## src/hw/vsd_cfg.svh

```systemverilog
`ifndef VSD_CFG_SVH
`define VSD_CFG_SVH
// Return handle width and field place in header dwords 0 and 1
`define VSD_HW 12
`define VSD_HDL_W 16
// Scratch size code: header dword 3, bits 3:0, largest code
`define VSD_SCR_DW 3
`define VSD_SCR_MAX 4'hb
// Push constant buffers and their summed limit in registers
`define VSD_PC_BUFS 4
`define VSD_PC_MAX 6'h20
// Idle cycles a lone miss waits for a partner
`define VSD_PAIR_WAIT 3'h4
// Counter reset value
`define VSD_CNT_RST 64'h0
`endif

```

## src/hw/vsd_pkg.sv

```systemverilog
`default_nettype none
`include "vsd_cfg.svh"
package vsd_pkg;
    typedef enum logic [2:0] {VSD_COLLECT, VSD_WAIT, VSD_EMIT0, VSD_EMIT1} vsd_state_t;
    typedef enum logic [1:0] {VSD_P_IDLE, VSD_P_SEND, VSD_P_FETCH} vsd_pstate_t;
    typedef struct packed {
        logic valid;
        logic shade;
        logic [`VSD_HW-1:0] src;
        logic [`VSD_HW-1:0] dst;
        logic [4:0] kind;
        logic pbeg;
        logic pend;
    } vsd_slot_t;
endpackage
`default_nettype wire

```

## src/hw/vsd_if.sv

```systemverilog
`timescale 1ns/1ps
`default_nettype none
`include "vsd_cfg.svh"
// Thread dispatch request between sequencer and payload builder
interface vsd_if;
    logic start;
    logic [1:0] mask;
    logic [`VSD_HW-1:0] h0;
    logic [`VSD_HW-1:0] h1;
    logic [`VSD_HW-1:0] src0;
    logic [`VSD_HW-1:0] src1;
    logic done;
    modport ctl (output start, output mask, output h0, output h1, output src0, output src1, input done);
    modport pay (input start, input mask, input h0, input h1, input src0, input src1, output done);
endinterface
`default_nettype wire

```

## src/hw/vsd_stats.sv

```systemverilog
`timescale 1ns/1ps
`default_nettype none
`include "vsd_cfg.svh"
module vsd_stats #(
    parameter int CNT_W = 64
) (
    input wire logic clk_sys,
    input wire logic nrst,
    input wire logic stats_on,
    input wire logic [1:0] ev,
    output logic [CNT_W-1:0] cnt
);
    generate
        if (CNT_W < 8 || CNT_W > 64) begin : g_chk
            $error("vsd_stats: CNT_W out of range");
        end
    endgenerate

    logic [CNT_W-1:0] cnt_reg;
    logic [CNT_W-1:0] cnt_next;

    // Add dispatched vertices, and vertices passed with shading off, only while statistics are on
    assign cnt_next = cnt_reg + {{(CNT_W-2){1'b0}}, ev};
    always_ff @(posedge clk_sys or negedge nrst) begin
        if (!nrst) begin
            cnt_reg <= CNT_W'(`VSD_CNT_RST);
        end else if (stats_on) begin
            cnt_reg <= cnt_next;
        end
    end
    assign cnt = cnt_reg;

    property p_cnt_step;
        @(posedge clk_sys) disable iff (!nrst)
        stats_on |=> cnt == $past(cnt) + {{(CNT_W-2){1'b0}}, $past(ev)};
    endproperty
    a_cnt_step: assert property (p_cnt_step) else $error("count step wrong");

    property p_cnt_hold;
        @(posedge clk_sys) disable iff (!nrst)
        !stats_on |=> $stable(cnt);
    endproperty
    a_cnt_hold: assert property (p_cnt_hold) else $error("count moved while off");
endmodule
`default_nettype wire

```

## src/hw/vsd_payload.sv

```systemverilog
`timescale 1ns/1ps
`default_nettype none
`include "vsd_cfg.svh"
module vsd_payload #(
    parameter int HW = `VSD_HW
) (
    input wire logic clk_sys,
    input wire logic nrst,
    vsd_if.pay req,
    input wire logic [3:0] scratch_code,
    input wire logic [5:0] entry_rd_off,
    input wire logic [5:0] entry_rd_len,
    input wire logic [3:0] pcb_en,
    input wire logic [19:0] pcb_len,
    output logic pc_rd_req,
    output logic [4:0] pc_rd_idx,
    input wire logic pc_rd_valid,
    input wire logic [255:0] pc_rd_data,
    output logic ve_rd_req,
    output logic [HW-1:0] ve_rd_addr0,
    output logic [HW-1:0] ve_rd_addr1,
    input wire logic ve_rd_valid,
    input wire logic [127:0] ve_rd_data0,
    input wire logic [127:0] ve_rd_data1,
    output logic thr_valid,
    input wire logic thr_ready,
    output logic [255:0] thr_data,
    output logic thr_first,
    output logic thr_last,
    output logic [1:0] thr_mask
);
    generate
        if (HW > `VSD_HDL_W) begin : g_chk
            $error("vsd_payload: handle wider than its field");
        end
    endgenerate

    // Registers of constants: each enabled buffer gives its length plus one
    function automatic logic [5:0] pc_sum(input logic [3:0] en, input logic [19:0] len);
        logic [5:0] s;
        s = 6'h0;
        for (int i = 0; i < `VSD_PC_BUFS; i++) begin
            if (en[i]) begin
                s = s + {1'b0, len[5*i +: 5]} + 6'h1;
            end
        end
        return s;
    endfunction

    // Entry row address: source handle plus read offset plus row
    function automatic logic [HW-1:0] ve_addr(input logic [HW-1:0] b, input logic [5:0] o, input logic [5:0] r);
        return b + HW'(o) + HW'(r);
    endfunction

    vsd_pkg::vsd_pstate_t st_reg;
    logic [5:0] pc_cnt_reg;
    logic [5:0] pc_tot_reg;
    logic [5:0] ve_cnt_reg;
    logic [HW-1:0] src0_reg;
    logic [HW-1:0] src1_reg;
    logic done_reg;
    logic [255:0] hdr;
    logic [5:0] pc_total;
    logic more_pc;

    // Header: handles in dwords 0/1, dword 2 zero, scratch code in dword 3
    assign hdr = {128'h0, 28'h0, scratch_code, 32'h0, 16'h0, {(`VSD_HDL_W-HW){1'b0}}, req.h1,
                  16'h0, {(`VSD_HDL_W-HW){1'b0}}, req.h0};
    assign pc_total = pc_sum(pcb_en, pcb_len);
    assign more_pc = pc_cnt_reg < pc_tot_reg;

    // Header, then constants, then vertex rows
    always_ff @(posedge clk_sys or negedge nrst) begin
        if (!nrst) begin
            st_reg <= vsd_pkg::VSD_P_IDLE;
            {pc_cnt_reg, pc_tot_reg, ve_cnt_reg, src0_reg, src1_reg} <= '0;
            {thr_valid, thr_data, thr_first, thr_last, thr_mask} <= '0;
            {pc_rd_req, pc_rd_idx, ve_rd_req, ve_rd_addr0, ve_rd_addr1, done_reg} <= '0;
        end else begin
            pc_rd_req <= 1'b0;
            ve_rd_req <= 1'b0;
            done_reg <= 1'b0;
            case (st_reg)
                vsd_pkg::VSD_P_IDLE: begin
                    if (req.start) begin
                        thr_data <= hdr;
                        thr_valid <= 1'b1;
                        thr_first <= 1'b1;
                        thr_mask <= req.mask;
                        thr_last <= (pc_total == 6'h0) && (entry_rd_len == 6'h0);
                        pc_tot_reg <= pc_total;
                        pc_cnt_reg <= 6'h0;
                        ve_cnt_reg <= 6'h0;
                        src0_reg <= req.src0;
                        src1_reg <= req.src1;
                        st_reg <= vsd_pkg::VSD_P_SEND;
                    end
                end
                vsd_pkg::VSD_P_SEND: begin
                    if (thr_ready) begin
                        thr_valid <= 1'b0;
                        thr_first <= 1'b0;
                        if (thr_last) begin
                            done_reg <= 1'b1;
                            st_reg <= vsd_pkg::VSD_P_IDLE;
                        end else if (more_pc) begin
                            pc_rd_req <= 1'b1;
                            pc_rd_idx <= pc_cnt_reg[4:0];
                            st_reg <= vsd_pkg::VSD_P_FETCH;
                        end else begin
                            ve_rd_req <= 1'b1;
                            ve_rd_addr0 <= ve_addr(src0_reg, entry_rd_off, ve_cnt_reg);
                            ve_rd_addr1 <= ve_addr(src1_reg, entry_rd_off, ve_cnt_reg);
                            st_reg <= vsd_pkg::VSD_P_FETCH;
                        end
                    end
                end
                vsd_pkg::VSD_P_FETCH: begin
                    if (more_pc && pc_rd_valid) begin
                        thr_data <= pc_rd_data;
                        thr_valid <= 1'b1;
                        thr_last <= (pc_cnt_reg + 6'h1 == pc_tot_reg) && (entry_rd_len == 6'h0);
                        pc_cnt_reg <= pc_cnt_reg + 6'h1;
                        st_reg <= vsd_pkg::VSD_P_SEND;
                    end else if (!more_pc && ve_rd_valid) begin
                        thr_data <= {ve_rd_data1, ve_rd_data0};
                        thr_valid <= 1'b1;
                        thr_last <= ve_cnt_reg + 6'h1 == entry_rd_len;
                        ve_cnt_reg <= ve_cnt_reg + 6'h1;
                        st_reg <= vsd_pkg::VSD_P_SEND;
                    end
                end
                default: st_reg <= vsd_pkg::VSD_P_IDLE;
            endcase
        end
    end
    assign req.done = done_reg;

    property p_hdr_zero;
        @(posedge clk_sys) disable iff (!nrst)
        thr_valid && thr_first |-> thr_data[95:64] == 32'h0 && thr_data[99:96] == scratch_code;
    endproperty
    a_hdr_zero: assert property (p_hdr_zero) else $error("header dword 2 or scratch wrong");

    property p_single_same;
        @(posedge clk_sys) disable iff (!nrst)
        thr_valid && thr_first && thr_mask == 2'b01 |-> thr_data[15:0] == thr_data[47:32];
    endproperty
    a_single_same: assert property (p_single_same) else $error("lone vertex handles differ");
endmodule
`default_nettype wire

```

## src/hw/vsd_top.sv

```systemverilog
`timescale 1ns/1ps
`default_nettype none
`include "vsd_cfg.svh"
module vsd_top #(
    parameter int HW = `VSD_HW,
    parameter int CNT_W = 64
) (
    input wire logic clk_sys,
    input wire logic nrst,
    input wire logic shading_on,
    input wire logic stats_on,
    input wire logic [3:0] scratch_code,
    input wire logic [5:0] entry_rd_off,
    input wire logic [5:0] entry_rd_len,
    input wire logic [3:0] pcb_en,
    input wire logic [19:0] pcb_len,
    input wire logic flush_req,
    input wire logic in_valid,
    output logic in_ready,
    input wire logic in_hit,
    input wire logic [HW-1:0] in_src,
    input wire logic [HW-1:0] in_dst,
    input wire logic [4:0] in_kind,
    input wire logic in_pbeg,
    input wire logic in_pend,
    output logic out_valid,
    input wire logic out_ready,
    output logic [HW-1:0] out_handle,
    output logic [4:0] out_kind,
    output logic out_pbeg,
    output logic out_pend,
    output logic pc_rd_req,
    output logic [4:0] pc_rd_idx,
    input wire logic pc_rd_valid,
    input wire logic [255:0] pc_rd_data,
    output logic ve_rd_req,
    output logic [HW-1:0] ve_rd_addr0,
    output logic [HW-1:0] ve_rd_addr1,
    input wire logic ve_rd_valid,
    input wire logic [127:0] ve_rd_data0,
    input wire logic [127:0] ve_rd_data1,
    output logic thr_valid,
    input wire logic thr_ready,
    output logic [255:0] thr_data,
    output logic thr_first,
    output logic thr_last,
    output logic [1:0] thr_mask,
    output logic [CNT_W-1:0] shader_invocation_counter
);
    generate
        if (HW != `VSD_HW) begin : g_chk
            $error("vsd_top: HW must match the slot layout");
        end
    endgenerate

    // ------------------------------------------------------------
    // Sequencer state
    // ------------------------------------------------------------
    vsd_pkg::vsd_state_t state_reg;
    vsd_pkg::vsd_slot_t s0_reg;
    vsd_pkg::vsd_slot_t s1_reg;
    vsd_pkg::vsd_slot_t out_reg;
    vsd_pkg::vsd_slot_t in_slot;
    logic in_ready_reg;
    logic [2:0] wait_cnt_reg;
    logic start_reg;
    logic [1:0] dmask_reg;
    logic [HW-1:0] dh0_reg;
    logic [HW-1:0] dh1_reg;
    logic [HW-1:0] ds0_reg;
    logic [HW-1:0] ds1_reg;
    logic acc;
    logic go_pass;
    logic go_pair;
    logic go_single;
    logic lone_due;
    logic [1:0] cnt_ev;

    vsd_if disp ();

    // ------------------------------------------------------------
    // Decode of the incoming vertex
    // ------------------------------------------------------------
    // Hits and unshaded vertices carry their reference straight through
    assign in_slot = '{valid: 1'b1,
                       shade: shading_on && !in_hit,
                       src: in_src,
                       dst: shading_on ? in_dst : in_src,
                       kind: in_kind,
                       pbeg: in_pbeg,
                       pend: in_pend};
    assign acc = in_valid && in_ready_reg && (state_reg == vsd_pkg::VSD_COLLECT);
    // Pending miss with nothing to pair: flush or idle wait ran out
    assign lone_due = !acc && (state_reg == vsd_pkg::VSD_COLLECT) && s0_reg.valid
                      && (flush_req || wait_cnt_reg == `VSD_PAIR_WAIT);
    assign go_pass = acc && !in_slot.shade && !s0_reg.valid;
    assign go_pair = acc && in_slot.shade && s0_reg.valid;
    // A hit behind a lone miss forces the miss out first to keep order
    assign go_single = (acc && !in_slot.shade && s0_reg.valid) || lone_due;

    // Invocation events: vertices sent to threads, or passed with shading off
    assign cnt_ev = {go_pair, 1'b0} + {1'b0, go_single} + {1'b0, acc && !shading_on};

    // ------------------------------------------------------------
    // Pairing, dispatch and in-order emission
    // ------------------------------------------------------------
    always_ff @(posedge clk_sys or negedge nrst) begin
        if (!nrst) begin
            state_reg <= vsd_pkg::VSD_COLLECT;
            s0_reg <= '0;
            s1_reg <= '0;
            out_reg <= '0;
            in_ready_reg <= 1'b0;
            wait_cnt_reg <= 3'h0;
            start_reg <= 1'b0;
            {dmask_reg, dh0_reg, dh1_reg, ds0_reg, ds1_reg} <= '0;
        end else begin
            start_reg <= 1'b0;
            case (state_reg)
                vsd_pkg::VSD_COLLECT: begin
                    in_ready_reg <= !(go_pass || go_pair || go_single);
                    if (go_pass) begin
                        out_reg <= in_slot;
                        state_reg <= vsd_pkg::VSD_EMIT0;
                    end else if (go_pair || go_single) begin
                        start_reg <= 1'b1;
                        dmask_reg <= go_pair ? 2'b11 : 2'b01;
                        dh0_reg <= s0_reg.dst;
                        dh1_reg <= go_pair ? in_slot.dst : s0_reg.dst;
                        ds0_reg <= s0_reg.src;
                        ds1_reg <= go_pair ? in_slot.src : s0_reg.src;
                        if (acc) begin
                            s1_reg <= in_slot;
                        end
                        state_reg <= vsd_pkg::VSD_WAIT;
                    end else if (acc) begin
                        s0_reg <= in_slot;
                        wait_cnt_reg <= 3'h0;
                    end else if (s0_reg.valid) begin
                        wait_cnt_reg <= wait_cnt_reg + 3'h1;
                    end
                end
                vsd_pkg::VSD_WAIT: begin
                    if (disp.done) begin
                        out_reg <= s0_reg;
                        state_reg <= vsd_pkg::VSD_EMIT0;
                    end
                end
                vsd_pkg::VSD_EMIT0: begin
                    if (out_ready) begin
                        if (s1_reg.valid) begin
                            out_reg <= s1_reg;
                            state_reg <= vsd_pkg::VSD_EMIT1;
                        end else begin
                            out_reg.valid <= 1'b0;
                            s0_reg <= '0;
                            in_ready_reg <= 1'b1;
                            state_reg <= vsd_pkg::VSD_COLLECT;
                        end
                    end
                end
                vsd_pkg::VSD_EMIT1: begin
                    if (out_ready) begin
                        out_reg.valid <= 1'b0;
                        s0_reg <= '0;
                        s1_reg <= '0;
                        in_ready_reg <= 1'b1;
                        state_reg <= vsd_pkg::VSD_COLLECT;
                    end
                end
                default: state_reg <= vsd_pkg::VSD_COLLECT;
            endcase
        end
    end

    // ------------------------------------------------------------
    // Outputs and dispatch request
    // ------------------------------------------------------------
    // Tags copied untouched from the slot flops
    assign in_ready = in_ready_reg;
    assign out_valid = out_reg.valid;
    assign out_handle = out_reg.dst;
    assign out_kind = out_reg.kind;
    assign out_pbeg = out_reg.pbeg;
    assign out_pend = out_reg.pend;
    assign disp.start = start_reg;
    assign disp.mask = dmask_reg;
    assign disp.h0 = dh0_reg;
    assign disp.h1 = dh1_reg;
    assign disp.src0 = ds0_reg;
    assign disp.src1 = ds1_reg;

    // Payload builder and thread port
    vsd_payload #(.HW(HW)) u_payload (
        .clk_sys(clk_sys),
        .nrst(nrst),
        .req(disp.pay),
        .scratch_code(scratch_code),
        .entry_rd_off(entry_rd_off),
        .entry_rd_len(entry_rd_len),
        .pcb_en(pcb_en),
        .pcb_len(pcb_len),
        .pc_rd_req(pc_rd_req),
        .pc_rd_idx(pc_rd_idx),
        .pc_rd_valid(pc_rd_valid),
        .pc_rd_data(pc_rd_data),
        .ve_rd_req(ve_rd_req),
        .ve_rd_addr0(ve_rd_addr0),
        .ve_rd_addr1(ve_rd_addr1),
        .ve_rd_valid(ve_rd_valid),
        .ve_rd_data0(ve_rd_data0),
        .ve_rd_data1(ve_rd_data1),
        .thr_valid(thr_valid),
        .thr_ready(thr_ready),
        .thr_data(thr_data),
        .thr_first(thr_first),
        .thr_last(thr_last),
        .thr_mask(thr_mask)
    );

    // Invocation counter
    vsd_stats #(.CNT_W(CNT_W)) u_stats (
        .clk_sys(clk_sys),
        .nrst(nrst),
        .stats_on(stats_on),
        .ev(cnt_ev),
        .cnt(shader_invocation_counter)
    );

    // ------------------------------------------------------------
    // Checks
    // ------------------------------------------------------------
    property p_pass_out;
        @(posedge clk_sys) disable iff (!nrst)
        go_pass |=> out_valid && out_handle == $past(in_slot.dst) && out_kind == $past(in_kind)
                    && out_pbeg == $past(in_pbeg) && out_pend == $past(in_pend);
    endproperty
    a_pass_out: assert property (p_pass_out) else $error("pass-through reference wrong");

    property p_hit_nocount;
        @(posedge clk_sys) disable iff (!nrst)
        acc && shading_on && in_hit && !s0_reg.valid |-> cnt_ev == 2'h0;
    endproperty
    a_hit_nocount: assert property (p_hit_nocount) else $error("cache hit counted");

    property p_off_count;
        @(posedge clk_sys) disable iff (!nrst)
        acc && !shading_on && !s0_reg.valid |-> cnt_ev == 2'h1;
    endproperty
    a_off_count: assert property (p_off_count) else $error("unshaded vertex not counted once");

    property p_pair_count;
        @(posedge clk_sys) disable iff (!nrst)
        disp.start |-> $past(cnt_ev) == (disp.mask == 2'b11 ? 2'h2 : 2'h1) || $past(!shading_on);
    endproperty
    a_pair_count: assert property (p_pair_count) else $error("dispatch count wrong");

    property p_lone_flush;
        @(posedge clk_sys) disable iff (!nrst)
        lone_due |=> disp.start && disp.mask == 2'b01 && disp.h0 == disp.h1;
    endproperty
    a_lone_flush: assert property (p_lone_flush) else $error("lone vertex not dispatched");

    property p_hit_order;
        @(posedge clk_sys) disable iff (!nrst)
        acc && !in_slot.shade && s0_reg.valid |=> (disp.start && disp.mask == 2'b01 && !out_valid
            && state_reg == vsd_pkg::VSD_WAIT) ##1 (state_reg == vsd_pkg::VSD_WAIT && !out_valid);
    endproperty
    a_hit_order: assert property (p_hit_order) else $error("hit overtook pending miss");

    // Nothing leaves while a thread is still being fed
    property p_wait_quiet;
        @(posedge clk_sys) disable iff (!nrst)
        state_reg == vsd_pkg::VSD_WAIT |-> !out_valid;
    endproperty
    a_wait_quiet: assert property (p_wait_quiet) else $error("output during dispatch");
endmodule
`default_nettype wire

```

## config.mk

```make
export PLATFORM = sky130hd
export DESIGN_NAME = vsd_top
export DESIGN_NICKNAME = d
export VERILOG_FILES = /design/src/hw/vsd_pkg.sv /design/src/hw/vsd_if.sv /design/src/hw/vsd_stats.sv /design/src/hw/vsd_payload.sv /design/src/hw/vsd_top.sv
export VERILOG_INCLUDE_DIRS = /design/src /design/src/hw
export SDC_FILE = /design/constraint.sdc
export NUM_CORES = 1
export LEC_CHECK = 0
export BUFFER_PORTS_ARGS = -buffer_cell sky130_fd_sc_hd__buf_4
export CAP_MARGIN = 5
export CORE_AREA = 2 2 380 382
export DETAILED_ROUTE_END_ITERATION = 6
export DIE_AREA = 0 0 382 384
export PLACE_DENSITY_LB_ADDON = 0.3
export SYNTH_ARGS = -nofsm -noshare
export SYNTH_HDL_FRONTEND = slang
export SYNTH_SLANG_ARGS = --single-unit
```

## constraint.sdc

```tcl
create_clock -name clk_sys -period 10.1 [get_ports clk_sys]
set_input_delay 1.515 -clock clk_sys [delete_from_list [all_inputs] [get_ports clk_sys]]
set_output_delay 1.515 -clock clk_sys [all_outputs]
set_load 0.03 [all_outputs]
```

* After elaboration in Yosys (flattened, before gate mapping)
Cells that the tools add are included.
Widths: inputs -> output; s select.
** Word-level totals
- Register bits :: 545
- Input bits :: 594
- Logic and storage cells :: 229
- Output and inout bits :: 377
** Cells by class
- $lt $le $gt $ge :: 1
- Add/sub/neg operators :: 17
- Multiplexer cells :: 79
- Bitwise logic cells :: 4
- Eq/ne operators :: 25
- Reductions and logical operators :: 57
** Operator list (count)
- $mux 256 :: 3
- $pmux 256 s2 :: 1
- $mux 33 :: 11
- $pmux 33 s3 :: 1
- $pmux 33 s2 :: 1
- $add 64x2->64 :: 1
- $pmux 19 s3 :: 1
- $add 12x6->12 :: 4
- $mux 6 :: 8
- $mux 12 :: 3
- $mux 32 :: 1
- $add 6x1->6 const B :: 5
- $reduce_and 4->1 :: 7
- $mux 1 :: 26
- $pmux 6 s2 :: 2
- $ne 2x2->1 const B :: 11
- $mux 3 :: 7
- $add 6x5->6 :: 3
- $logic_and 1x1->1 :: 16
- $reduce_and 3->1 :: 5
- $reduce_and 5->1 :: 3
- $mux 2 :: 7
- $eq 6x6->1 :: 2
- $logic_not 6->1 :: 2
- 27 further kinds :: 52

* Depth between registers and ports, before layout
Gate-level depths: netlist (run 1).
- Word-level depth :: 15
- Gate-level depth with buffers :: 21
- Gate-level depth less buffers :: 20

* Modules after synthesis
A second synthesis (run 1) with hierarchy kept.
** Second synthesis, totals
- Cells, all modules :: 2524
- Area total of the unflattened synthesis :: 27707.8 um^2
** By module, submodules not included
- vsd_payload :: sequential area each 8433.1 um^2, area each 18576.6 um^2, cells each 1744, instances 1
- vsd_top :: sequential area each 3228.1 um^2, area each 6019.5 um^2, cells each 493, instances 1
- vsd_stats :: sequential area each 1601.5 um^2, area each 3111.7 um^2, cells each 287, instances 1

* Worst setup path after synthesis (run 1)
No wires, ideal clock.
- Path kind :: input -> register
- From :: in pcb_en[0]
- To :: reg u_payload.thr_last
- Path slack :: 4.528 ns
- Arrival :: 5.490 ns
- Data required time :: 10.018 ns
- Stages :: 19
- Setup time :: 0.082 ns
- Buffers on the path :: 1
- Path through :: buf_4 nand2b_1 ha_1 fa_1 xor2_1 o211a_1 or2_2 ha_1 a21o_1 a21oi_2 xnor2_1 mux2_2 a31o_2 ha_1 o21ai_0 a21oi_1 xnor3_1 a2111o_1 a31oi_1
** On the way
- Longest elaborated chain between the ends :: 14
** Ends and longest elaborated chain
- start: declaration :: RTL line vsd_top.sv:15 : input wire logic [3:0] pcb_en,
- $mux 6 * :: RTL line vsd_payload.sv:43 : if (en[i]) begin
- $add 6x5->6 :: RTL line vsd_payload.sv:44 : s = s + {1'b0, len[5*i +: 5]} + 6'h1;
- $add 6x1->6 :: RTL line vsd_payload.sv:44
- $mux 6 * :: RTL line vsd_payload.sv:43
- $add 6x5->6 :: RTL line vsd_payload.sv:44
- $add 6x1->6 :: RTL line vsd_payload.sv:44
- $mux 6 * :: RTL line vsd_payload.sv:43
- $add 6x5->6 :: RTL line vsd_payload.sv:44
- $add 6x1->6 :: RTL line vsd_payload.sv:44
- $mux 6 * :: RTL line vsd_payload.sv:43
- $logic_not 6->1 * :: RTL line vsd_payload.sv:90 : thr_last <= (pc_total == 6'h0) && (entry_rd_len == 6'h0);
- $logic_and 1x1->1 * :: RTL line vsd_payload.sv:90
- $mux 1 * :: RTL line vsd_payload.sv:85 : if (req.start) begin
- $pmux 1 s2 * :: RTL line vsd_payload.sv:83 : case (st_reg)
- end signal: assignment :: RTL line vsd_payload.sv:90
- end signal: assignment :: RTL line vsd_payload.sv:122 : thr_last <= (pc_cnt_reg + 6'h1 == pc_tot_reg) && (entry_rd_len == 6'h0);
- end signal: assignment :: RTL line vsd_payload.sv:128 : thr_last <= ve_cnt_reg + 6'h1 == entry_rd_len;
- end: declaration :: RTL line vsd_payload.sv:29 : output logic thr_last,
Every way passes the cells marked *; elsewhere a longest branch is shown, timed or not. The select of a mux whose other input is x is not followed.
A chain may end at the register's enable or synchronous reset.

* Final worst setup path (run 1)
- From :: in pcb_len[0]
- To :: reg u_payload.thr_last
** On the way
- Longest elaborated chain between the ends :: 15
** Ends and longest elaborated chain
- start: declaration :: RTL line vsd_top.sv:16 : input wire logic [19:0] pcb_len,
- $add 5x1->6 * :: RTL line vsd_payload.sv:44
- $mux 6 * :: RTL line vsd_payload.sv:43
- $add 6x5->6 :: RTL line vsd_payload.sv:44
- $add 6x1->6 :: RTL line vsd_payload.sv:44
- $mux 6 * :: RTL line vsd_payload.sv:43
- $add 6x5->6 :: RTL line vsd_payload.sv:44
- $add 6x1->6 :: RTL line vsd_payload.sv:44
- $mux 6 * :: RTL line vsd_payload.sv:43
- $add 6x5->6 :: RTL line vsd_payload.sv:44
- $add 6x1->6 :: RTL line vsd_payload.sv:44
- $mux 6 * :: RTL line vsd_payload.sv:43
- $logic_not 6->1 * :: RTL line vsd_payload.sv:90
- $logic_and 1x1->1 * :: RTL line vsd_payload.sv:90
- $mux 1 * :: RTL line vsd_payload.sv:85
- $pmux 1 s2 * :: RTL line vsd_payload.sv:83
Marked as above.

==> results of run 1 <==
-- logic make-up (layout without fill, tap and decap cells) --
| group | count (synthesis) | in the layout | share of synthesized area |
|---|---|---|---|
| mux | 333 | 333 | 0.1282 |
| other cells | 0 | 6 | 0 |
| simple gates | 661 | 661 | 0.1062 |
| xor+xnor | 107 | 107 | 0.03618 |
| flops | 530 | 530 | 0.5007 |
| buf+inv | 229 | 1179 | 0.04412 |
| fa+ha+maj | 63 | 63 | 0.03486 |
| compound gates | 567 | 567 | 0.1497 |
-- through the flow --
| stage | total power [mW] | area [um2] | hold WS [ns] |
|---|---|---|---|
| 5_1_grt | 12.48 | 37960 | 0.4947 |
| 6_report | 11.74 | 37970 | 0.4623 |
| 3_5_place_dp | 9.215 | 35540 | 0.4562 |
| 3_3_place_gp | 9.164 | 35540 | 0.4516 |
| 2_1_floorplan | 7.115 | 26490 | 0.4312 |
| 4_1_cts | 11.92 | 37950 | 0.4723 |
-- how the worst max path moves through the flow --
stage	start	to	slack [ns]	depth (start not counted)
3_3_place_gp	pcb_len[0]	u_payload.thr_last	4.24	19
6_report	pcb_len[0]	u_payload.thr_last	4.82	19
2_1_floorplan	pcb_en[0]	u_payload.thr_last	4.53	19
5_1_grt	pcb_len[0]	u_payload.thr_last	4.63	19
4_1_cts	pcb_len[0]	u_payload.thr_last	4.91	19
3_5_place_dp	in_valid	u_stats.cnt[52]	4.20	16
-- worst reg2reg max path: stages, from the launching register on --
cell     delay [ns]
dfrtp_1        0.42
inv_1          0.12
ha_1           0.35
and3_1         0.21
buf_4          0.43
inv_1          0.15
a31oi_4        0.16
buf_4          0.45
ha_1           0.27
xnor2_1        0.23
fa_1           0.32
nand4_1        0.26
nor4_2         0.59
and2_1         0.48
nand4_1        0.17
xnor2_1        0.14
-- synth_stat cells, types with 6 or more instances --
master      n  area [um2]
xnor2_1    78       683.2
a21oi_1    45       225.2
xor2_1     27       236.5
and3_1     19       118.9
buf_1       9       33.78
nor2b_1    11       68.82
o31ai_1   235        1764
buf_2      37       185.2
clkbuf_1   87       326.6
a211oi_1   33       247.7
and2_1      8       50.05
nand2_1   434        1629
a31oi_1     9       56.30
a22o_1     51       446.7
nor3_1      8       40.04
nand2b_1    8       50.05
dfrtp_1   530       13260
nor2_1     85       319.1
o21ai_0   108       540.5
fa_1       18       360.4
nand3_1    42       210.2
buf_6      30       337.8
o21a_1      6       45.04
nand4_1    19       118.9
mux2_2     48       540.5
a21o_1     38       285.3
mux2i_1   284        2843
buf_4      10       75.07
a22oi_1    19       142.6
inv_1      56       210.2
and4_1     10       87.58
ha_1       45       563.0
-- area by class of cell --
type,count,area [um2],share of cell area
antenna,6,15.01,0.0003955
inverter,56,215.2,0.005668
timing repair buffer,996,7560,0.1991
tap,1903,2381,0.06271
clock buffer,95,1997,0.05260
clock inverter,32,417.9,0.01101
multi-input combinational,1731,12120,0.3192
sequential,530,13260,0.3493
-- metal layers --
| metal | vias to the layer above | track usage |
|---|---|---|
| met5 | - | 0 |
| met4 | 42 | 0.03441 |
| met3 | 187 | 0.06506 |
| met2 | 780 | 0.2664 |
| met1 | 11010 | 0.1837 |
| li1 | 10680 | - |
-- power groups by stage --
stage / Sequential (mW) / Clock (mW) / Combinational [mW]
after global routing: 3.64 / 2.80 / 6.03
after floorplan: 4.61 / 0 / 2.51
after CTS: 3.53 / 2.73 / 5.66
after global placement: 3.54 / 0 / 5.63
after detailed placement: 3.56 / 0 / 5.65
final: 3.53 / 2.64 / 5.57
==> results.sh, run 1 <==
export IMPL_post_cts_resized=0
export IMPL_cts_root_buf="clkbuf_16"
export IMPL_utilization=0.2659
export IMPL_ir_drop_uv=180.3
export IMPL_die_w_um=382
export IMPL_coreArea_um2=142800
export IMPL_grt_max_degree=225
export IMPL_clock_fmax_mhz=189.5
export IMPL_track_usage=0.1568
export IMPL_drt_pass1_iter_count=5
export IMPL_p_sw_mw=5.196
export IMPL_crit_arrival_ns=5.84
export IMPL_start_util=0.1855
export IMPL_met3WireLength_um=11660
export IMPL_p_clk_frac=0.225
export IMPL_final_cell_mix="989 x buf_4, 530 x dfrtp_1, 432 x nand2_1"
export IMPL_synth_edff_count=0
export IMPL_tightestPinTransition_ns=1.179
export IMPL_layoutNonFillerInstCount=5349
export IMPL_combPwrFrac=0.475
export IMPL_async_flop_share=1.000
export IMPL_cts_buffers=70
export IMPL_cp_required_ns=10.67
export IMPL_layout_setup_ws_ns=4.822
export IMPL_hpwl_um=93770
export IMPL_antenna_found_initial=58
export IMPL_ys_seq_area_frac=0.5007
export IMPL_cap_violations=0
export IMPL_syn_area_per_cell_um2=10.64
export IMPL_pre_cts_ws_ns=4.197
export IMPL_layout_drive_gt1_share=0.3439
export IMPL_layout_commonest_cell="buf_4"
export IMPL_power_leakage_nw=18.62
export IMPL_r2r_start="state_reg[1]"
export IMPL_cpMostUsedCell="ha_1"
export IMPL_p_int_mw=6.546
export IMPL_min_path_type="register to register"
export IMPL_clk_path_buf_depth=3
export IMPL_synth_warnings=0
export IMPL_finalHoldViolations=0
export IMPL_grt_pass1_wl_um=167700
export IMPL_period_share=0.5226
export IMPL_met1_length_um=47060
export IMPL_place_gp_congestion=0.8515
export IMPL_synthCells=2490
export IMPL_slew_violations=0
export IMPL_cts_tree="yes"
export IMPL_wirelength_um=119400
export IMPL_highest_layer="met5"
export IMPL_status="completed"
export IMPL_hp_start="disp.src0[7]"
export IMPL_crit_family="compound AO/OA/AOI/OAI gates"
export IMPL_critical_path_max_fanout=4
export IMPL_power_share_switching=0.4425
export IMPL_seq_power_share=0.301
export IMPL_r2r_end="u_stats.cnt[52]"
export IMPL_wl_per_cell_um=22.32
export IMPL_cts_max_level=3
export IMPL_vias=22700
export IMPL_antenna_left=0
export IMPL_setup_viol=0
export IMPL_finalSetupTns_ns=0
export IMPL_cts_sinks=530
export IMPL_clock_latency_ns=0.66
export IMPL_fill_cells=15300
export IMPL_clock_skew_ns=0.02317
export IMPL_cts_setup_buffers=0
export IMPL_worst_path_buf_inv=1
export IMPL_layout_min_cycle_time_ns=5.278
export IMPL_placed_cells=5216
export IMPL_crit_path_start_kind="input port"
export IMPL_p_per_area_nw_per_um2=309.3
export IMPL_syn_area_um2=26490
export IMPL_dieArea_um2=146700
export IMPL_critical_path_class="input port to register"
export IMPL_clk_pin_slew_ns=0.06
export IMPL_drt_vias_per_instance=4.244
export IMPL_drt_iter0_drc=1421
export IMPL_wl_met2_um=58090
export IMPL_endpoint_kind="register"
export IMPL_synthToLayoutAreaGrowth_pct=43.33
export IMPL_synth_distinct_cells=63
export IMPL_reg2reg_depth=15
export IMPL_boundaryPins=971
export IMPL_synth_ff_type="dfrtp_1"
export IMPL_cts_hold_buf=0
export IMPL_ff2ff_setup_slack_ns=5.26
export IMPL_grt_pass1_vias=22700
export IMPL_crit_chain="buf_4 -> ha_1 -> nand2_1 -> fa_1 -> xor2_1 -> o211a_1 -> or2_2 -> ha_1 -> a21o_1 -> a21oi_2 -> xnor2_1 -> mux2_2 -> a31o_2 -> ha_1 -> o21ai_0 -> a21oi_1 -> xnor3_1 -> a2111o_1 -> a31oi_1"
export IMPL_ys_ff_latch=530
export IMPL_crit_slowest_cell="fa_1"
export IMPL_drc=0
export IMPL_numPortBuffers=970
export IMPL_worstHoldPathCells=2
export IMPL_relSlewSlack=0.2141
export IMPL_cp_slowest_stage_delay_ns=0.45
export IMPL_row_count=139
export IMPL_grt_setup_unrepaired="no"
export IMPL_dieHeight_um=384
export IMPL_largest_reg_flops=256
export IMPL_syn_num_nets=3147
export IMPL_overflow=0
export IMPL_fin_nets=4042
export IMPL_hold_end="u_payload.src0_reg[7]"
(Power assumes the default switching activity.)
==> run 2, diff against run 1 <==
clock period = 4.6 ns   (was 10.1 ns; I/O delays follow)
==> results.sh, run 2 (same netlist as run 1, synthesis figures left out) <==
export IMPL_drt_vias_per_instance=4.242
export IMPL_clock_latency_ns=0.65
export IMPL_layout_min_cycle_time_ns=4.200
export IMPL_layoutNonFillerInstCount=5393
export IMPL_p_per_area_nw_per_um2=674.9
export IMPL_drc=0
export IMPL_utilization=0.2677
export IMPL_slew_violations=0
export IMPL_placed_cells=5252
export IMPL_grt_max_degree=152
export IMPL_clock_skew_ns=0.02586
export IMPL_endpoint_kind="register"
export IMPL_numPortBuffers=970
export IMPL_placed_area_um2=35870
export IMPL_grt_pass1_vias=22630
export IMPL_cts_hold_buf=0
export IMPL_overflow=0
export IMPL_cts_setup_buffers=0
export IMPL_status="completed"
export IMPL_clock_fmax_mhz=238.1
export IMPL_place_gp_congestion=0.8589
export IMPL_combPwrFrac=0.481
export IMPL_cts_root_buf="clkbuf_16"
export IMPL_fin_nets=4076
export IMPL_dieHeight_um=384
export IMPL_period_share=0.9130
export IMPL_clk_path_buf_depth=3
export IMPL_synthToLayoutAreaGrowth_pct=44.32
export IMPL_largest_reg_flops=256
export IMPL_wl_per_cell_um=22.61
export IMPL_min_path_type="input port to asynchronous set/reset pin"
export IMPL_antenna_found_initial=58
export IMPL_relSlewSlack=0.2607
export IMPL_cts_max_level=3
export IMPL_post_cts_resized=0
export IMPL_tightestPinTransition_ns=1.109
export IMPL_design_area_um2=38230
export IMPL_row_count=139
export IMPL_fill_cells=15340
export IMPL_drt_iter0_drc=1400
export IMPL_die_w_um=382
export IMPL_layout_commonest_cell="buf_4"
export IMPL_clk_pin_slew_ns=0.06
export IMPL_cts_buffers=68
export IMPL_critical_path_max_fanout=3
export IMPL_register_area_um2=13260
export IMPL_boundaryPins=971
export IMPL_seq_power_share=0.303
export IMPL_grt_pass1_wl_um=169800
export IMPL_layout_drive_gt1_share=0.3489
export IMPL_power_leakage_nw=18.76
export IMPL_crit_path_start_kind="input port"
export IMPL_drt_pass1_iter_count=5
export IMPL_crit_arrival_ns=4.76
export IMPL_cp_required_ns=5.16
export IMPL_hpwl_um=95770
export IMPL_multi_input_area_um2=12130
export IMPL_cts_tree="yes"
export IMPL_grt_setup_unrepaired="no"
export IMPL_finalSetupTns_ns=0
export IMPL_coreArea_um2=142800
export IMPL_vias=22880
export IMPL_track_usage=0.1596
export IMPL_final_cell_mix="1021 x buf_4, 530 x dfrtp_1, 432 x nand2_1"
export IMPL_cap_violations=0
export IMPL_dieArea_um2=146700
export IMPL_start_util=0.1855
export IMPL_critical_path_class="input port to register"
export IMPL_p_sw_mw=11.43
export IMPL_p_int_mw=14.37
export IMPL_antenna_left=0
export IMPL_p_clk_frac=0.216
export IMPL_ir_drop_uv=351.9
export IMPL_finalHoldViolations=0
export IMPL_power_share_switching=0.4429
export IMPL_cts_sinks=530
export IMPL_wirelength_um=121900
export IMPL_setup_viol=0
[run 2: layer usage]
metal	global-route usage	wire (um)
met1	0.1922	49590
met2	0.2639	58180
met3	0.05899	10830
met4	0.04907	3085
met5	0	251
[run 2: worst paths after layout]
kind                                  from                      to  slack [ns]  cells after the start
setup reg to reg           wait_cnt_reg[0]         u_stats.cnt[52]        0.81                     15
hold reg to reg               disp.src0[1]   u_payload.src0_reg[1]        0.46                      2
min in group clk_sys               in_pend               s1_reg[0]        0.29                      2
setup / recovery                pcb_len[0]      u_payload.thr_last        0.40                     19
max in group asynchronous             nrst  u_payload.thr_data[53]        3.24                      2
hold / removal                        nrst              dh0_reg[5]        0.18                      1
[run 2: metrics by stage]
stage          hold slack, ns  setup WS, ns  total power [mW]
5_1_grt                0.2316        0.2280             27.36
3_5_place_dp           0.4529       -0.2103             20.45
2_1_floorplan          0.3944       0.09099             15.62
6_report               0.1820        0.4004             25.80
3_3_place_gp           0.4505       -0.1524             20.32
4_1_cts                0.1525        0.4699             26.16
[run 2: cell type report]
cell class,instances,area share
flip-flops and latches,530,0.3469
multi-input cells,1731,0.3173
repair buffers,1032,0.2061
well taps,1903,0.06228
clock buffers,105,0.05508
inverters,56,0.005629
clock inverters,17,0.005433
diodes,19,0.001244
[run 2: worst max-delay path, cell delays in order]
cell and delay [ns]:
buf_4 0.12, ha_1 0.27, nand2_1 0.10, fa_1 0.45, xor2_1 0.17, o211a_1 0.22, or2_2 0.31, ha_4 0.22
a21o_1 0.19, a21oi_2 0.15, xnor2_1 0.07, mux2_2 0.27, a31o_2 0.21, ha_1 0.28, o21ai_0 0.08, a21oi_1 0.17
xnor3_1 0.26, a2111o_1 0.35, a31oi_1 0.17
[run 2: power groups by stage]
stage	Sequential [mW]	Combinational [mW]	Clock, mW
floorplan	10.1	5.51	0
global placement	7.85	12.5	0
detailed placement	7.89	12.6	0
CTS	7.83	12.6	5.76
global route	8.08	13.4	5.91
finish	7.82	12.4	5.58
==> run 3, diff against run 2 <==
PLACE_DENSITY_LB_ADDON = 0.2   (was 0.3)
==> results.sh, run 3 (same netlist as run 1, synthesis figures left out) <==
export IMPL_status="completed"
export IMPL_p_per_area_nw_per_um2=683.9
export IMPL_antenna_left=0
export IMPL_clk_path_buf_depth=3
export IMPL_finalPower_mw=26.29
export IMPL_clock_fmax_mhz=241.1
export IMPL_dieHeight_um=384
export IMPL_coreArea_um2=142800
export IMPL_cts_root_buf="clkbuf_16"
export IMPL_die_w_um=382
export IMPL_cts_buffers=71
export IMPL_layout_commonest_cell="buf_4"
export IMPL_largest_reg_flops=256
export IMPL_utilization=0.2693
export IMPL_drc=0
export IMPL_wl_per_cell_um=23.53
export IMPL_endpoint_kind="register"
export IMPL_cts_hold_buf=0
export IMPL_relSlewSlack=0.3699
export IMPL_track_usage=0.1677
export IMPL_period_share=0.9018
export IMPL_pre_cts_ws_ns=-0.2134
export IMPL_synthToLayoutAreaGrowth_pct=45.14
export IMPL_hpwl_um=99890
export IMPL_critical_path_class="input port to register"
export IMPL_critical_path_max_fanout=3
export IMPL_fill_cells=15370
export IMPL_placed_cells=5265
export IMPL_clock_skew_ns=0.02053
export IMPL_layoutNonFillerInstCount=5400
export IMPL_tightestPinTransition_ns=0.9451
export IMPL_overflow=0
export IMPL_crit_arrival_ns=4.72
export IMPL_finalHoldViolations=0
export IMPL_layout_min_cycle_time_ns=4.148
export IMPL_setup_viol=0
export IMPL_final_cell_mix="1031 x buf_4, 530 x dfrtp_1, 433 x nand2_1"
export IMPL_drt_vias_per_instance=4.243
export IMPL_cts_tree="yes"
export IMPL_boundaryPins=971
export IMPL_cts_setup_buffers=0
export IMPL_grt_pass1_vias=23300
export IMPL_slew_violations=0
export IMPL_post_cts_resized=0
export IMPL_fin_nets=4092
export IMPL_grt_pass1_wl_um=177700
export IMPL_crit_path_start_kind="input port"
export IMPL_ir_drop_uv=270.2
export IMPL_drt_pass1_iter_count=5
export IMPL_drt_iter0_drc=1357
export IMPL_finalSetupTns_ns=0
export IMPL_register_area_um2=13260
export IMPL_grt_setup_unrepaired="no"
export IMPL_place_gp_congestion=0.8316
export IMPL_layout_setup_ws_ns=0.4518
export IMPL_antenna_found_initial=49
export IMPL_vias=22910
export IMPL_grt_max_degree=130
export IMPL_min_path_type="input port to asynchronous set/reset pin"
export IMPL_cap_violations=0
export IMPL_row_count=139
export IMPL_start_util=0.1855
export IMPL_wirelength_um=127000
export IMPL_clock_latency_ns=0.66
export IMPL_cts_sinks=530
export IMPL_cts_max_level=3
export IMPL_cp_required_ns=5.18
export IMPL_layout_drive_gt1_share=0.3518
export IMPL_numPortBuffers=970
export IMPL_clk_pin_slew_ns=0.05
export IMPL_dieArea_um2=146700
export IMPL_power_leakage_nw=18.90
export IMPL_multi_input_area_um2=12130
run 3: cell types whose count changed in the layout (fill, tap and decap cells not counted), sizes merged, moves of 2 or more:
cell      previous run  this run
diode               19         9
bufinv               3         5
inv                 56        60
buf               1032      1045
clkinvlp             4         0
run 3: per-stage QoR:
step                cell area (um2)  hold slack, ns
floorplan                     26500          0.3944
global route                  38440         0.04750
global placement              36000          0.4512
detailed placement            36000          0.4524
CTS                           38420         0.02844
finish                        38450         0.03228
run 3: final cells by class:
| cell class | instances | share of cell area |
|---|---|---|
| Sequential cell | 530 | 0.3450 |
| Multi-Input combinational cell | 1731 | 0.3155 |
| Timing Repair Buffer | 1045 | 0.2085 |
| Tap cell | 1903 | 0.06193 |
| Clock buffer | 106 | 0.05546 |
| Clock inverter | 20 | 0.007485 |
| Inverter | 56 | 0.005598 |
| Antenna cell | 9 | 0.0005858 |
run 3: path summary, 6_finish.rpt:
kind,start,to,slack [ns],cells after the start
min,nrst,wait_cnt_reg[0],0.03,1
min in group clk_sys,in_kind[2],s0_reg[4],0.26,2
max in group asynchronous,nrst,u_payload.thr_data[155],3.51,2
max reg2reg,state_reg[0],u_stats.cnt[49],0.97,16
min reg2reg,disp.mask[0],u_payload.thr_mask[0],0.46,2
max,pcb_len[0],u_payload.thr_last,0.45,19
run 3: critical path: stages:
cell and delay (ns):
buf_4 0.12, ha_1 0.27, nand2_1 0.11, fa_1 0.45, xor2_1 0.17, o211a_1 0.22
or2_2 0.30, ha_4 0.22, a21o_1 0.19, a21oi_2 0.15, xnor2_1 0.07, mux2_2 0.27
a31o_2 0.21, ha_1 0.28, o21ai_0 0.07, a21oi_1 0.15, xnor3_1 0.26, a2111o_1 0.36
a31oi_1 0.16
run 3: where the power goes:
part / internal [mW] / switching (mW) / leakage [nW]
clock: 3.50 / 2.29 / 1.20
combinational: 4.56 / 8.13 / 10.7
sequential: 6.55 / 1.26 / 7.05
total: 14.6 / 11.7 / 18.9
run 3: metal layers:
layer | routed length, um | GRT usage
met1 | 51270 | 0.2009
met4 | 3097 | 0.04389
met3 | 10010 | 0.05318
met2 | 62510 | 0.2887
met5 | 166 | 0
